### src/rtl/motor_lock_pkg.sv
// Shared constants and types for the speed-lock supervision and protection block.
// Assumes one 200 MHz clock; every clock-cycle count below is derived from it.
package motor_lock_pkg;
    // Clock and reference timing
    localparam int CLK_HZ = 200_000_000;
    localparam int CLK_NS = 5;
    localparam int REF_HZ = 1_000_000;
    localparam int REF_DIV = CLK_HZ / REF_HZ;
    localparam int SERVO_DIV = 512;
    localparam int LOCK_BAND = SERVO_DIV / 16;
    localparam int PERIOD_W = 12;
    // Lock protection timing, counted in milliseconds
    localparam int MS_NS = 1_000_000;
    localparam int MS_CYCLES = MS_NS / CLK_NS;
    localparam int PROT_MS_PER_UNIT = 330;
    localparam int STOP_MS_PER_UNIT = 15;
    localparam int DECAY_PER_MS = PROT_MS_PER_UNIT / STOP_MS_PER_UNIT;
    // Direction changeover dead time
    localparam int DEAD_NS = 1000;
    localparam int DEAD_CYCLES = (DEAD_NS + CLK_NS - 1) / CLK_NS;
    // Drive PWM, 8-bit duty
    localparam int PWM_HZ = 17_500;
    localparam int PWM_DIV = CLK_HZ / (PWM_HZ * 256);
    localparam logic [7:0] DUTY_RESET = 8'h80;
    localparam int GAIN_SHIFT = 2;
    // Register map
    localparam logic [7:0] CTRL_OFS = 8'h00;
    localparam logic [7:0] STATUS_OFS = 8'h04;
    localparam logic [7:0] PERIOD_OFS = 8'h08;
    localparam int CTRL_RUN_BIT = 0;
    localparam int CTRL_DIR_BIT = 1;
    localparam int CTRL_TMO_LSB = 4;
    localparam logic [3:0] TMO_RESET = 4'ha;
    localparam int ST_LOCK_BIT = 0;
    localparam int ST_ACCEL_BIT = 1;
    localparam int ST_SHUT_BIT = 2;
    localparam int ST_BRAKE_BIT = 3;
    localparam int ST_CHG_BIT = 4;
    localparam int ST_DUTY_LSB = 8;

    typedef struct packed {
        logic [2:0] high;
        logic [2:0] low;
    } drive_s;

    typedef struct packed {
        logic [3:0] timeout;
        logic dirRev;
        logic run;
    } ctrl_s;

    typedef enum logic [2:0] {
        ST_STOP = 3'b001,
        ST_RUN = 3'b010,
        ST_DEAD = 3'b100
    } mode_e;
endpackage : motor_lock_pkg

### src/rtl/speed_discriminator.sv
// Tacho period measurement and speed discrimination against the servo target.
// Assumes refTick is a one-cycle pulse at the reference rate and tacho is synchronous.
`timescale 1ns/1ps
module speed_discriminator
    import motor_lock_pkg::*;
(
    // Clock and reset
    input wire logic clk,
    input wire logic arst_n,
    // Timing and sensor
    input wire logic refTick,
    input wire logic tachoPulse,
    // Results
    output logic measValid,
    output logic [PERIOD_W-1:0] period,
    output logic lock,
    output logic accel
);
    localparam logic [PERIOD_W-1:0] TARGET = PERIOD_W'(SERVO_DIV);
    localparam logic [PERIOD_W-1:0] BAND = PERIOD_W'(LOCK_BAND);

    logic tachoPrev_q, tachoPrev_d;
    logic [PERIOD_W-1:0] cnt_q, cnt_d, period_q, period_d;
    logic valid_q, valid_d, lock_q, lock_d, accel_q, accel_d;
    logic edgeSeen;

    always_comb begin
        tachoPrev_d = tachoPulse;
        edgeSeen = tachoPulse && !tachoPrev_q;
        cnt_d = cnt_q;
        period_d = period_q;
        valid_d = 1'b0;
        lock_d = lock_q;
        accel_d = accel_q;
        if (edgeSeen) begin
            period_d = cnt_q;
            cnt_d = '0;
            valid_d = 1'b1;
            // Target period is 512 reference clocks; band is one sixteenth of it
            lock_d = (cnt_q >= TARGET - BAND) && (cnt_q <= TARGET + BAND); // RULE_13 RULE_01
            accel_d = cnt_q > TARGET; // RULE_12
        end else if (refTick && cnt_q != '1) begin
            cnt_d = cnt_q + 1'b1;
        end
        // A stalled motor never produces an edge, so drop lock once overdue
        if (cnt_q > TARGET + BAND) begin
            lock_d = 1'b0; // RULE_01
            accel_d = 1'b1; // RULE_12
        end
    end

    always_ff @(posedge clk or negedge arst_n) begin
        if (!arst_n) begin
            tachoPrev_q <= 1'b0;
            cnt_q <= '0;
            period_q <= '0;
            valid_q <= 1'b0;
            lock_q <= 1'b0;
            accel_q <= 1'b1;
        end else begin
            tachoPrev_q <= tachoPrev_d;
            cnt_q <= cnt_d;
            period_q <= period_d;
            valid_q <= valid_d;
            lock_q <= lock_d;
            accel_q <= accel_d;
        end
    end

    assign measValid = valid_q;
    assign period = period_q;
    assign lock = lock_q;
    assign accel = accel_q;
endmodule : speed_discriminator

### src/rtl/motor_speed_lock_protect.sv
// Speed-lock supervision, duty control, direction changeover and lock protection.
// Assumes synchronous Hall, tacho and over-current inputs and an APB master on clk.
//
// The implementer's own choices: the APB interface to the registers and the address map.
`timescale 1ns/1ps
// Notes on behaviour
// RULE_01 - Lock flag low while speed is within 6.25 percent of target
// RULE_02 - Outside the band, duty moves in proportion to the speed error
// RULE_03 - Direction comes from the control bit and may change while running
// RULE_04 - During changeover no phase has high and low side on together
// RULE_05 - Over-current after changeover: low sides off, high sides short-brake
// RULE_06 - Controller avoids reversing at high speed; brake current may exceed 2.5 A
// RULE_07 - Running and unlocked for the timeout turns all low sides off
// RULE_08 - Shutdown stays latched until stop is commanded
// RULE_09 - Timeout setting zero disables lock protection entirely
// RULE_10 - Short stop only partly resets timer; hold stop 15 ms per unit
// RULE_11 - Drive PWM frequency set between 15 kHz and 20 kHz
// RULE_12 - Discriminator level output: high accelerate, low decelerate
// RULE_13 - Target tacho frequency is reference clock divided by 512
// RULE_14 - Controller commands run or stop; stop disables the drive
// RULE_15 - Protection timer counts reference time, clears on lock, decays in stop
module motor_speed_lock_protect
    import motor_lock_pkg::*;
#(
    parameter int MS_CYC = MS_CYCLES
) (
    // Clock and reset
    input wire logic clk,
    input wire logic arst_n,
    // APB slave
    input wire logic psel,
    input wire logic penable,
    input wire logic pwrite,
    input wire logic [7:0] paddr,
    input wire logic [31:0] pwdata,
    output logic [31:0] prdata,
    output logic pready,
    output logic pslverr,
    // Motor sensing
    input wire logic [2:0] hall,
    input wire logic tachoPulse,
    input wire logic overCurrent,
    // Drive and status pins
    output motor_lock_pkg::drive_s drive,
    output logic speedLockFlag_n,
    output logic accelOut
);
    import motor_lock_pkg::*;

    localparam logic [15:0] DECAY = 16'(DECAY_PER_MS);
    localparam logic [8:0] DUTY_MAX = 9'h0ff;

    function automatic drive_s commutate(input logic [2:0] h);
        drive_s d;
        d = '0;
        case (h)
            3'b001: d = '{high: 3'b001, low: 3'b010};
            3'b011: d = '{high: 3'b001, low: 3'b100};
            3'b010: d = '{high: 3'b010, low: 3'b100};
            3'b110: d = '{high: 3'b010, low: 3'b001};
            3'b100: d = '{high: 3'b100, low: 3'b001};
            3'b101: d = '{high: 3'b100, low: 3'b010};
            default: d = '0;
        endcase
        return d;
    endfunction : commutate

    // Bus and registers
    ctrl_s ctrl_q, ctrl_d;
    logic [31:0] prdata_q, prdata_d;
    logic pready_q, pready_d, pslverr_q, pslverr_d;
    // Control state
    mode_e mode_q, mode_d;
    logic dirApplied_q, dirApplied_d;
    logic [7:0] dead_q, dead_d;
    logic revPending_q, revPending_d, brake_q, brake_d, shutdown_q, shutdown_d;
    logic [7:0] duty_q, duty_d, pwmCnt_q, pwmCnt_d;
    logic [7:0] pwmDiv_q, pwmDiv_d, refDiv_q, refDiv_d;
    logic [31:0] msCnt_q, msCnt_d;
    logic [15:0] protTimer_q, protTimer_d;
    drive_s drive_q, drive_d;
    logic lockFlag_n_q, lockFlag_n_d, accelOut_q, accelOut_d;
    // Discriminator
    logic refTick, msTick, measValid, lock, accel;
    logic [PERIOD_W-1:0] period;
    logic [15:0] protLimit;
    logic signed [PERIOD_W:0] err;
    logic signed [PERIOD_W:0] dutyNext;

    speed_discriminator u_disc (
        .clk(clk),
        .arst_n(arst_n),
        .refTick(refTick),
        .tachoPulse(tachoPulse),
        .measValid(measValid),
        .period(period),
        .lock(lock),
        .accel(accel)
    );

    // APB: the setup edge prepares the answer, so the access phase completes at once
    always_comb begin
        ctrl_d = ctrl_q;
        prdata_d = prdata_q;
        pready_d = 1'b0;
        pslverr_d = 1'b0;
        if (psel && !penable) begin
            pready_d = 1'b1;
            prdata_d = '0;
            if (paddr == CTRL_OFS) begin
                prdata_d[CTRL_TMO_LSB +: 4] = ctrl_q.timeout;
                prdata_d[CTRL_DIR_BIT] = ctrl_q.dirRev;
                prdata_d[CTRL_RUN_BIT] = ctrl_q.run;
            end else if (paddr == STATUS_OFS) begin
                prdata_d[ST_LOCK_BIT] = lock;
                prdata_d[ST_ACCEL_BIT] = accel;
                prdata_d[ST_SHUT_BIT] = shutdown_q;
                prdata_d[ST_BRAKE_BIT] = brake_q;
                prdata_d[ST_CHG_BIT] = (mode_q == ST_DEAD);
                prdata_d[ST_DUTY_LSB +: 8] = duty_q;
            end else if (paddr == PERIOD_OFS) begin
                prdata_d[PERIOD_W-1:0] = period;
            end else begin
                pslverr_d = 1'b1;
            end
            if (pwrite && paddr != CTRL_OFS) begin
                pslverr_d = 1'b1;
            end
        end
        if (psel && penable && pready_q && pwrite && paddr == CTRL_OFS) begin
            ctrl_d.run = pwdata[CTRL_RUN_BIT]; // RULE_14
            ctrl_d.dirRev = pwdata[CTRL_DIR_BIT]; // RULE_03
            ctrl_d.timeout = pwdata[CTRL_TMO_LSB +: 4];
        end
    end

    always_ff @(posedge clk or negedge arst_n) begin
        if (!arst_n) begin
            ctrl_q <= '{timeout: TMO_RESET, dirRev: 1'b0, run: 1'b0};
            prdata_q <= '0;
            pready_q <= 1'b0;
            pslverr_q <= 1'b0;
        end else begin
            ctrl_q <= ctrl_d;
            prdata_q <= prdata_d;
            pready_q <= pready_d;
            pslverr_q <= pslverr_d;
        end
    end

    // Control: changeover, duty, PWM, protection and the drive pins
    always_comb begin
        refDiv_d = (refDiv_q == 8'(REF_DIV - 1)) ? 8'h00 : refDiv_q + 8'h01;
        refTick = (refDiv_q == 8'(REF_DIV - 1));
        msCnt_d = (msCnt_q == 32'(MS_CYC - 1)) ? 32'h0 : msCnt_q + 32'h1;
        msTick = (msCnt_q == 32'(MS_CYC - 1));
        pwmDiv_d = (pwmDiv_q == 8'(PWM_DIV - 1)) ? 8'h00 : pwmDiv_q + 8'h01;
        pwmCnt_d = (pwmDiv_q == 8'(PWM_DIV - 1)) ? pwmCnt_q + 8'h01 : pwmCnt_q; // RULE_11
        mode_d = mode_q;
        dirApplied_d = dirApplied_q;
        dead_d = dead_q;
        revPending_d = revPending_q;
        brake_d = brake_q;
        shutdown_d = shutdown_q;
        duty_d = duty_q;
        protTimer_d = protTimer_q;
        protLimit = 16'(ctrl_q.timeout) * 16'(PROT_MS_PER_UNIT);
        err = $signed({1'b0, period}) - $signed((PERIOD_W+1)'(SERVO_DIV));
        // As wide as the error, so a long stalled period cannot wrap the sum negative
        dutyNext = $signed({{(PERIOD_W-7){1'b0}}, duty_q}) + (err >>> GAIN_SHIFT);
        case (mode_q)
            ST_STOP: begin
                brake_d = 1'b0;
                revPending_d = 1'b0;
                dirApplied_d = ctrl_q.dirRev;
                if (ctrl_q.run) begin
                    mode_d = ST_RUN;
                end
            end
            ST_RUN: begin
                if (!ctrl_q.run) begin
                    mode_d = ST_STOP;
                end else if (ctrl_q.dirRev != dirApplied_q) begin
                    mode_d = ST_DEAD; // RULE_03
                    dead_d = 8'(DEAD_CYCLES - 1);
                end
            end
            ST_DEAD: begin
                if (!ctrl_q.run) begin
                    mode_d = ST_STOP;
                end else if (dead_q == 8'h00) begin
                    mode_d = ST_RUN;
                    dirApplied_d = ctrl_q.dirRev;
                    revPending_d = 1'b1;
                end else begin
                    dead_d = dead_q - 8'h01;
                end
            end
            default: mode_d = ST_STOP;
        endcase
        // After a reversal, excess current brakes until it falls again
        if (mode_q == ST_RUN && revPending_q && overCurrent) begin
            brake_d = 1'b1; // RULE_05
        end else if (!overCurrent || mode_q != ST_RUN) begin
            brake_d = 1'b0;
        end
        if (lock) begin
            revPending_d = 1'b0;
        end
        // Proportional duty correction only outside the lock band
        if (measValid && !lock && mode_q == ST_RUN) begin
            if (dutyNext < 10'sd0) begin
                duty_d = 8'h00; // RULE_02
            end else if (dutyNext > $signed({1'b0, DUTY_MAX})) begin
                duty_d = 8'hff; // RULE_02
            end else begin
                duty_d = 8'(dutyNext); // RULE_02
            end
        end
        // Protection timer in ms; decays during stop so a short stop resets it partly
        if (!ctrl_q.run) begin
            shutdown_d = 1'b0; // RULE_08
            if (msTick) begin
                protTimer_d = (protTimer_q > DECAY) ? protTimer_q - DECAY : 16'h0; // RULE_10 RULE_15
            end
        end else if (lock) begin
            protTimer_d = 16'h0; // RULE_15
        end else if (msTick && protTimer_q < protLimit) begin
            protTimer_d = protTimer_q + 16'h1; // RULE_15
        end
        if (ctrl_q.run && ctrl_q.timeout != 4'h0 && protTimer_q >= protLimit) begin
            shutdown_d = 1'b1; // RULE_07 RULE_09
        end
        drive_d = '0;
        if (mode_q == ST_RUN) begin
            drive_d = commutate(dirApplied_q ? ~hall : hall); // RULE_03
            drive_d.low = (pwmCnt_q < duty_q) ? drive_d.low : 3'b000;
            if (brake_q) begin
                drive_d = '{high: 3'b111, low: 3'b000}; // RULE_05
            end
            if (shutdown_q) begin
                drive_d.low = 3'b000; // RULE_07
            end
        end
        // The dead state leaves every switch open before the new direction applies
        drive_d.low = drive_d.low & ~drive_d.high; // RULE_04
        lockFlag_n_d = !lock; // RULE_01
        accelOut_d = accel; // RULE_12
    end

    always_ff @(posedge clk or negedge arst_n) begin
        if (!arst_n) begin
            refDiv_q <= 8'h00;
            msCnt_q <= 32'h0;
            pwmDiv_q <= 8'h00;
            pwmCnt_q <= 8'h00;
            mode_q <= ST_STOP;
            dirApplied_q <= 1'b0;
            dead_q <= 8'h00;
            revPending_q <= 1'b0;
            brake_q <= 1'b0;
            shutdown_q <= 1'b0;
            duty_q <= DUTY_RESET;
            protTimer_q <= 16'h0;
            drive_q <= '0;
            lockFlag_n_q <= 1'b1;
            accelOut_q <= 1'b1;
        end else begin
            refDiv_q <= refDiv_d;
            msCnt_q <= msCnt_d;
            pwmDiv_q <= pwmDiv_d;
            pwmCnt_q <= pwmCnt_d;
            mode_q <= mode_d;
            dirApplied_q <= dirApplied_d;
            dead_q <= dead_d;
            revPending_q <= revPending_d;
            brake_q <= brake_d;
            shutdown_q <= shutdown_d;
            duty_q <= duty_d;
            protTimer_q <= protTimer_d;
            drive_q <= drive_d;
            lockFlag_n_q <= lockFlag_n_d;
            accelOut_q <= accelOut_d;
        end
    end

    assign prdata = prdata_q;
    assign pready = pready_q;
    assign pslverr = pslverr_q;
    assign drive = drive_q;
    assign speedLockFlag_n = lockFlag_n_q;
    assign accelOut = accelOut_q;

    property p_lockFlag;
        @(posedge clk) disable iff (!arst_n) ##1 (lockFlag_n_q == !$past(lock));
    endproperty
    a_lockFlag: assert property (p_lockFlag) else $error("lock flag does not follow lock"); // RULE_01
    property p_noShoot;
        @(posedge clk) disable iff (!arst_n) (drive_q.high & drive_q.low) == 3'b000;
    endproperty
    a_noShoot: assert property (p_noShoot) else $error("high and low side on together"); // RULE_04
    property p_reverse;
        @(posedge clk) disable iff (!arst_n)
            (mode_q == ST_RUN && ctrl_q.run && ctrl_q.dirRev != dirApplied_q)
            |=> (mode_q == ST_DEAD) ##1 (drive_q == '0);
    endproperty
    a_reverse: assert property (p_reverse) else $error("reversal skipped dead time"); // RULE_03
    property p_brake;
        @(posedge clk) disable iff (!arst_n)
            (brake_q && mode_q == ST_RUN) |=> (drive_q.low == 3'b000 && drive_q.high == 3'b111);
    endproperty
    a_brake: assert property (p_brake) else $error("short brake not applied"); // RULE_05
    property p_shutLow;
        @(posedge clk) disable iff (!arst_n) shutdown_q |=> drive_q.low == 3'b000;
    endproperty
    a_shutLow: assert property (p_shutLow) else $error("low side on during shutdown"); // RULE_07
    property p_latch;
        @(posedge clk) disable iff (!arst_n) (shutdown_q && ctrl_q.run) |=> shutdown_q;
    endproperty
    a_latch: assert property (p_latch) else $error("shutdown released while running"); // RULE_08
    property p_disabled;
        @(posedge clk) disable iff (!arst_n)
            (ctrl_q.timeout == 4'h0 && !shutdown_q) |=> !shutdown_q;
    endproperty
    a_disabled: assert property (p_disabled) else $error("shutdown with protection off"); // RULE_09
    property p_decay;
        @(posedge clk) disable iff (!arst_n)
            (!ctrl_q.run && msTick && protTimer_q > DECAY) |=> protTimer_q == $past(protTimer_q) - DECAY;
    endproperty
    a_decay: assert property (p_decay) else $error("timer decay wrong in stop"); // RULE_10
    property p_accel;
        @(posedge clk) disable iff (!arst_n) ##1 (accelOut_q == $past(accel));
    endproperty
    a_accel: assert property (p_accel) else $error("accel pin does not follow"); // RULE_12
    c_shutdown: cover property (@(posedge clk) disable iff (!arst_n) $rose(shutdown_q));
    c_reverse: cover property (@(posedge clk) disable iff (!arst_n) mode_q == ST_DEAD ##1 mode_q == ST_RUN);
    c_brake: cover property (@(posedge clk) disable iff (!arst_n) $rose(brake_q));
endmodule : motor_speed_lock_protect

### config.mk
export PLATFORM = sky130hd
export DESIGN_NAME = motor_speed_lock_protect
export DESIGN_NICKNAME = d
export VERILOG_FILES = /design/src/rtl/motor_lock_pkg.sv /design/src/rtl/speed_discriminator.sv /design/src/rtl/motor_speed_lock_protect.sv
export SDC_FILE = /design/constraint.sdc
export NUM_CORES = 1
export LEC_CHECK = 0
export ABC_AREA = 1
export ABC_CLOCK_PERIOD_IN_PS = 4400
export BUFFER_PORTS_ARGS = -buffer_cell sky130_fd_sc_hd__buf_2
export CORE_MARGIN = 2
export CORE_UTILIZATION = 65
export DETAILED_ROUTE_END_ITERATION = 8
export GPL_TIMING_DRIVEN = 0
export PLACE_DENSITY = 0.86
export SLEW_MARGIN = 15
export SYNTH_ARGS = -nofsm -noshare
export SYNTH_HDL_FRONTEND = slang
export SYNTH_HIERARCHICAL = 1
export SYNTH_SLANG_ARGS = --single-unit
### constraint.sdc
create_clock -name clk -period 4.4 [get_ports clk]
set_input_delay 0.66 -clock clk [delete_from_list [all_inputs] [get_ports clk]]
set_output_delay 0.66 -clock clk [all_outputs]
set_load 0.01 [all_outputs]
==> results of run 1 <==
state kept, by name, indices dropped and copies added, names as in the netlist, 3 cells and up:
name and flops:
pwmDiv_q 8, msCnt_q 32, protTimer_q 16, dead_q 8
pwmCnt_q 8, drive 6, refDiv_q 8, prdata 16
u_disc/cnt_q 12, ctrl_q 6, mode_q 3, duty_q 8
u_disc/period 12
layout by cell type, fill, tap and decap left out, types with 9 or more instances in the layout:
master       n
a21oi_1     40
buf_2       62
buf_4       16
clkbuf_1     9
clkbuf_16   17
conb_1      16
dfrtp_1    148
ha_1        45
inv_1      180
nand2_1    366
nand3_1     90
nand4_1     42
nor2_1     133
nor3_1      40
nor4_1      11
o21ai_0     51
xnor2_1     18
xor2_1      45
metal layers:
layer,vias to the layer above,track usage
li1,4408,-
met1,4108,0.4190
met2,371,0.4956
met3,63,0.06411
met4,0,0.1222
met5,-,0
report_power, final:
part           internal, mW  switching, mW  total (mW)
sequential             1.54         0.0886        1.63
clock                 0.824          0.581        1.41
combinational         0.267          0.511       0.778
cells by family (layout without fill, tap and decap cells):
family / after synthesis / count (layout) / synth area share
buffers and inverters: 222 / 305 / 0.09519
AO/OA/AOI/OAI: 121 / 121 / 0.06763
AND/OR/NAND/NOR: 719 / 719 / 0.3246
other: 1 / 16 / 0.0003824
adder cells (fa/ha/maj): 46 / 46 / 0.05946
flip-flops: 155 / 155 / 0.3965
XOR/XNOR: 63 / 63 / 0.05627
how the worst max path moves through the flow:
| stage | from | cells past startpoint | to |
|---|---|---|---|
| floorplan | ctrl_q[5] | 19 | protTimer_q[9] |
| global placement | arst_n | 1 | pwmDiv_q[5] |
| detailed placement | ctrl_q[5] | 21 | protTimer_q[1] |
| CTS | ctrl_q[5] | 21 | protTimer_q[1] |
| global route | ctrl_q[5] | 20 | protTimer_q[9] |
| finish | ctrl_q[5] | 21 | protTimer_q[1] |
final cells by class:
| cell class | count | share of cell area |
|---|---|---|
| multi-input cells | 965 | 0.4609 |
| flip-flops and latches | 155 | 0.3550 |
| inverters | 185 | 0.06341 |
| clock buffers | 23 | 0.04364 |
| repair buffers | 51 | 0.02628 |
| plain buffers | 37 | 0.02182 |
| well taps | 184 | 0.02102 |
| clock inverters | 9 | 0.007997 |
synthesized netlist by cell type, types with 2 or more instances:
cell type and count:
o31ai_1 3, nor4_1 12, inv_2 3, o21ai_0 51, buf_2 13, nor2_1 133
a31oi_1 2, xor2_1 45, xnor2_1 18, nand2_2 3, or2_2 5, dfstp_2 7
nor3_1 40, nand2_4 2, clkinv_1 2, nor2_4 4, o21ai_1 7, nor2_2 3
nand3b_1 5, clkbuf_1 6, o211ai_1 7, a21oi_1 40, nand4_1 42, nand3_2 7
nand3_1 90, ha_1 45, nand2_1 366, a21o_1 3, dfrtp_1 148, inv_1 180
buf_4 16, o22ai_1 2
metrics by stage:
step | instance area (sq um) | std cells
2_1_floorplan | 9862 | 1342
3_3_place_gp | 10340 | 1575
3_5_place_dp | 10390 | 1577
4_1_cts | 10950 | 1609
5_1_grt | 10950 | 1609
6_report | 10950 | 1609
critical path, stage by stage, from the launching register on:
cell and delay [ps]:
dfstp_2 580, ha_1 170, or2_2 100, nand2_1 100, inv_1 100, ha_1 220, a21oi_1 90, o21ai_0 260
nand3_1 150, a21oi_1 150, o21bai_1 100, ha_1 320, nand3_1 90, nor2_1 210, nand2_1 100, nand2_1 120
nand2_2 90, nand2_4 110, inv_2 100, buf_6 160, nand2_1 60, nand2_1 50
==> metrics.cfg, run 1 <==
[clock_tree]
cts_setup_buffers = 0
clock_sinks = 155
cts_max_level = 4
cts_buffers = 17
cts_root_buf = clkbuf_16
cts_hold_buf = 0
cts_buffer_depth = 2
clk_pin_slew_ps = 60
cts_resized = 0
clk_latency_ps = 420
cts_tree = yes

[floorplanning]
io_pins = 92
die_w_um = 126.8
initial_core_util = 0.6696
coreArea_sq_um = 14640
die_h_um = 126.8
row_count = 44
die-area_sq_um = 16080

[timing]
maxSlewViolCount = 0
fin_setup_tns_ps = 0
slew_headroom = 0.5230
finalSetupViolations = 0
grt_setup_unrepaired = no
timing.hold.ws_ps = 265.7
timing.final.crit_share = 0.8067
hold_violations = 0
skew_ps = 7.683
worst_pin_slew_ps = 715.5
max_clock_freq_ghz = 0.2817
period_needed_ps = 3550
worst_slack_ps = 850.4

[routing]
m1WireLength_um = 10340
route.met2.wl_um = 11080
highest_layer = met4
drc = 0
avgRoutedWirePerCell_um = 14.81
route.met3.wl_um = 1736
wl_um = 23820
drt-pass1-iter-count = 6
num_vias = 8950
vias_per_cell = 5.562
ant_nets = 0
drt_iter0_drc = 731

[setup_path]
timing.rr.end = protTimer_q[1]
critPathRequiredTime_ps = 4710
start_kind = flip-flop
reg2reg_slack_ps = 850
r2r_start = ctrl_q[5]
cp_data_arrival_time_ps = 3860
reg2reg_depth = 21
worst-path-max-fanout = 10
end_kind = flip-flop
crit_type = reg2reg

[synthesis]
synth_edf_count = 0
async_flop_share = 1.000
synth_area_sq_um = 9806
yosys.area.top_type = dfrtp_1
synthDistinctLibCells = 49
yosysWarnings = 6
syn_inst = 1327
synth_area_per_cell_sq_um = 7.389
ys.flop_type = dfrtp_1
ys_ff_latch = 155
yosysSeqAreaShare = 0.3965
ys_top_cells_by_area = dfrtp_1 38%, nand2_1 14%, inv_1 6.9%
synth_top_cell_area_share = 0.3777

[final_layout]
syn_to_final_growth_pct = 11.69
fin_nets = 1508
num-fill-cells = 1109
final_layout_size_suffix_gt1_frac = 0.1060
n_antenna_cell = 0
seqCellArea_sq_um = 3887
multiInputGateArea_sq_um = 5047
fin_util = 0.7479

[placed_design]
numPortBuffers = 49
place_ws_ps = 905.0
dp_hpwl_um = 17460
routabilityCongestion = 0.9310

[worst_hold_path]
hp-class = in2async

[grt]
grt-ovfl-total = 0
grtUsageTotal = 0.3103
antenna_found_initial = 0
grt_pass1_vias = 8591
grt_max_degree = 97
grt_pass1_wl_um = 40220

[power]
peakVddDrop_mv = 0.3650
total_power_mw = 3.812
power_density_nw_per_um2 = 348.0
p_leak_nw = 5.828

[job]
cap_violations = 0

[outcome]
status = completed

(Power assumes the default switching activity.)
==> run 2, diff against run 1 <==
--- a/config.mk
+++ b/config.mk
@@ -5,14 +5,14 @@
 export SDC_FILE = /design/constraint.sdc
 export NUM_CORES = 1
 export LEC_CHECK = 0
-export ABC_AREA = 1
-export ABC_CLOCK_PERIOD_IN_PS = 4400
+export ABC_AREA = 0
+export ABC_CLOCK_PERIOD_IN_PS = 3400
 export BUFFER_PORTS_ARGS = -buffer_cell sky130_fd_sc_hd__buf_2
 export CORE_MARGIN = 2
-export CORE_UTILIZATION = 65
+export CORE_UTILIZATION = 60
 export DETAILED_ROUTE_END_ITERATION = 8
 export GPL_TIMING_DRIVEN = 0
-export PLACE_DENSITY = 0.86
+export PLACE_DENSITY = 0.81
 export SLEW_MARGIN = 15
 export SYNTH_ARGS = -nofsm -noshare
 export SYNTH_HDL_FRONTEND = slang
==> constraint.sdc (replaced) <==
create_clock -name clk -period 3.4 [get_ports clk]
set_input_delay 0.51 -clock clk [delete_from_list [all_inputs] [get_ports clk]]
set_output_delay 0.51 -clock clk [all_outputs]
set_load 0.01 [all_outputs]
==> metrics.cfg, run 2 <==
[outcome]
status = finished, violations left
violations = negative setup slack

[synthesis]
syn_inst = 943
ys_ff_latch = 155
ys_top_cells_by_count = 148 x dfrtp_1, 100 x nand2_1, 85 x nor2_1, 60 x a21oi_1, 45 x ha_1
ys.flop_type = dfrtp_1
yosysWarnings = 6
yosys.area.top_type = dfrtp_1
synth_area_per_cell_sq_um = 9.359
ys_top_cells_by_area = dfrtp_1 42%, ha_1 6.4%, nand2_1 4.3%
synth_edf_count = 0
yosysMostFrequentCell = dfrtp_1
synthDistinctLibCells = 71
async_flop_share = 1.000
synth_top_cell_area_share = 0.4196
synth_area_sq_um = 8826
yosysSeqAreaShare = 0.4405

[routing]
wl_um = 21030
drc = 0
drt_iter0_drc = 630
vias_per_cell = 6.169
ant_nets = 0
num_vias = 7649
drt-pass1-iter-count = 6
avgRoutedWirePerCell_um = 16.96

[floorplanning]
die-area_sq_um = 15700
io_pins = 92
initial_core_util = 0.6096
row_count = 44
die_w_um = 125.3
coreArea_sq_um = 14480
die_h_um = 125.3

[setup_path]
path_delay_family = compound AO/OA/AOI/OAI gates
cp_data_arrival_time_ps = 4030
cpMostUsedCell = ha_4
end_kind = flip-flop
cpMaxStageDelayCell = dfstp_2
start_kind = flip-flop
r2r_start = ctrl_q[5]
worstPathBufferInverterCount = 2
critPathLaunch = ctrl_q[5]
crit_type = reg2reg
critPathRequiredTime_ps = 3710
worst-path-max-fanout = 5
cpPeakStageDelay_ps = 620
worstPathCellList = ha_4 -> ha_4 -> ha_4 -> maj3_2 -> a21oi_4 -> buf_4 -> xnor2_1 -> ha_1 -> a21oi_1 -> o22ai_4 -> o31ai_4 -> o211ai_1 -> buf_4 -> a221o_1 -> a22o_1

[power]
power_density_nw_per_um2 = 374.6
p_leak_nw = 4.811
peakVddDrop_mv = 0.3321

[grt]
grt_pass1_vias = 7186
grtUsageTotal = 0.2744
grt-ovfl-total = 0
antenna_found_initial = 1
grt_max_degree = 86
grt_pass1_wl_um = 35120

[clock_tree]
clk_latency_ps = 430
cts_buffers = 17
cts_max_level = 4
cts_hold_buf = 0
cts_buffer_depth = 2
cts_root_buf = clkbuf_16
clk_pin_slew_ps = 60
clock_sinks = 155
cts_tree = yes

[timing]
period_needed_ps = 3720
hold_violations = 0
max_clock_freq_ghz = 0.2688
finalSetupViolations = 16
maxSlewViolCount = 0
fin_setup_tns_ps = -3696
slew_headroom = 0.2400
timing.hold.ws_ps = 58.77
worst_slack_ps = -320.1
grt_setup_unrepaired = yes
skew_ps = 10.70
worst_pin_slew_ps = 1133
timing.final.crit_share = 1.094

[worst_hold_path]
hp-class = in2async

[final_layout]
num-fill-cells = 1064
syn_to_final_growth_pct = 18.39
largest_reg_flops = 32
regMostFlops = msCnt_q
fin_cells = 1240
fin_nets = 1138
layout_common_cells = 148 x dfrtp_1, 100 x nand2_1, 84 x nor2_1
final_common_cell = dfrtp_1
final_layout_size_suffix_gt1_frac = 0.1735

[placed_design]
numPortBuffers = 47
dp_hpwl_um = 14220
place_ws_ps = -457.1
placed_cells = 1191
routabilityCongestion = 0.9208

[job]
cap_violations = 0

-- run 2: cell types whose count changed after synthesis, moves of 14 or more --
| cell | previous run | this run |
|---|---|---|
| and3_1 | 1 | 17 |
| nand2_1 | 366 | 100 |
| nand3_1 | 90 | 40 |
| a21oi_1 | 40 | 60 |
| o21ai_0 | 51 | 37 |
| inv_1 | 180 | 35 |
| xor2_1 | 45 | 29 |
| nor2_1 | 133 | 85 |
| xnor2_1 | 18 | 42 |
| nand4_1 | 42 | 19 |
| clkbuf_1 | 6 | 26 |
-- run 2: kinds of logic after synthesis --
family                     count (synthesis)  share of synthesized area
DFF                                      155                     0.4405
adders and majority gates                 48                    0.06833
AOI/OAI and AO/OA                        194                     0.1447
and+or+nand+nor                          379                     0.2175
buffers and inverters                     82                    0.04225
muxes                                     13                    0.01588
other                                      1                  0.0004249
xor gates and xnor gates                  71                    0.07046
-- run 2: power breakdown --
group | internal (mW) | total, mW | switching (mW) | leakage (nW)
Sequential | 1.86 | 1.87 | 0.00936 | 2.08
Combinational | 0.0499 | 0.150 | 0.100 | 2.44
Clock | 1.14 | 1.90 | 0.759 | 0.290
-- run 2: repair_timing --
item / 4_1_cts / 5_1_grt
gates cloned: 2 / 0
gates resized for setup: 28 / 25
buffers inserted: 11 / 3
pin swaps: 13 / 22
setup endpoints to repair: 16 / 17
-- run 2: area by class of cell --
cell class	count	area, sq um	share of cell area
multi-input combinational	721	4927	0.4716
sequential	155	3887	0.3721
clock buffer	22	474.2	0.04538
timing repair buffer	65	404.1	0.03868
buffer	46	274.0	0.02622
tap	184	230.2	0.02203
inverter	36	135.1	0.01293
clock inverter	10	113.9	0.01090
antenna	1	2.502	0.0002395
-- run 2: worst paths after layout --
kind / to / slack [ps] / cells past startpoint
min in group clk: u_disc/tachoPrev_q / 200 / 1
max in group asynchronous: accelOut / 2530 / 2
hold / removal: protTimer_q[6] / 60 / 1
setup / recovery: protTimer_q[10] / -320 / 15
setup reg to reg: protTimer_q[10] / -320 / 15
hold reg to reg: accelOut / 420 / 0
-- run 2: per-stage QoR --
| stage | utilization | power [mW] | instance area, sq um |
|---|---|---|---|
| 6_report | 0.7217 | 3.914 | 10450 |
| 5_1_grt | 0.7215 | 4.034 | 10450 |
| 3_3_place_gp | 0.6524 | 2.040 | 9445 |
| 2_1_floorplan | - | 1.964 | 8980 |
| 4_1_cts | 0.7122 | 3.934 | 10310 |
| 3_5_place_dp | 0.6557 | 2.047 | 9494 |
-- run 2: worst register-to-register path: cells and delay by family, from the launching register on --
family	cells	cell delay, ps
AO/OA/AOI/OAI	7	1500
XOR/XNOR	1	60
adder cells (fa/ha/maj)	5	1060
buffers and inverters	2	350
flip-flops	1	620
-- run 2: per-layer routing --
layer	share of wire	wire (um)	track usage
met5	0	0	0
met4	0.031	660	0.1105
met3	0.076	1595	0.06333
met2	0.45	9510	0.4210
met1	0.44	9266	0.3805
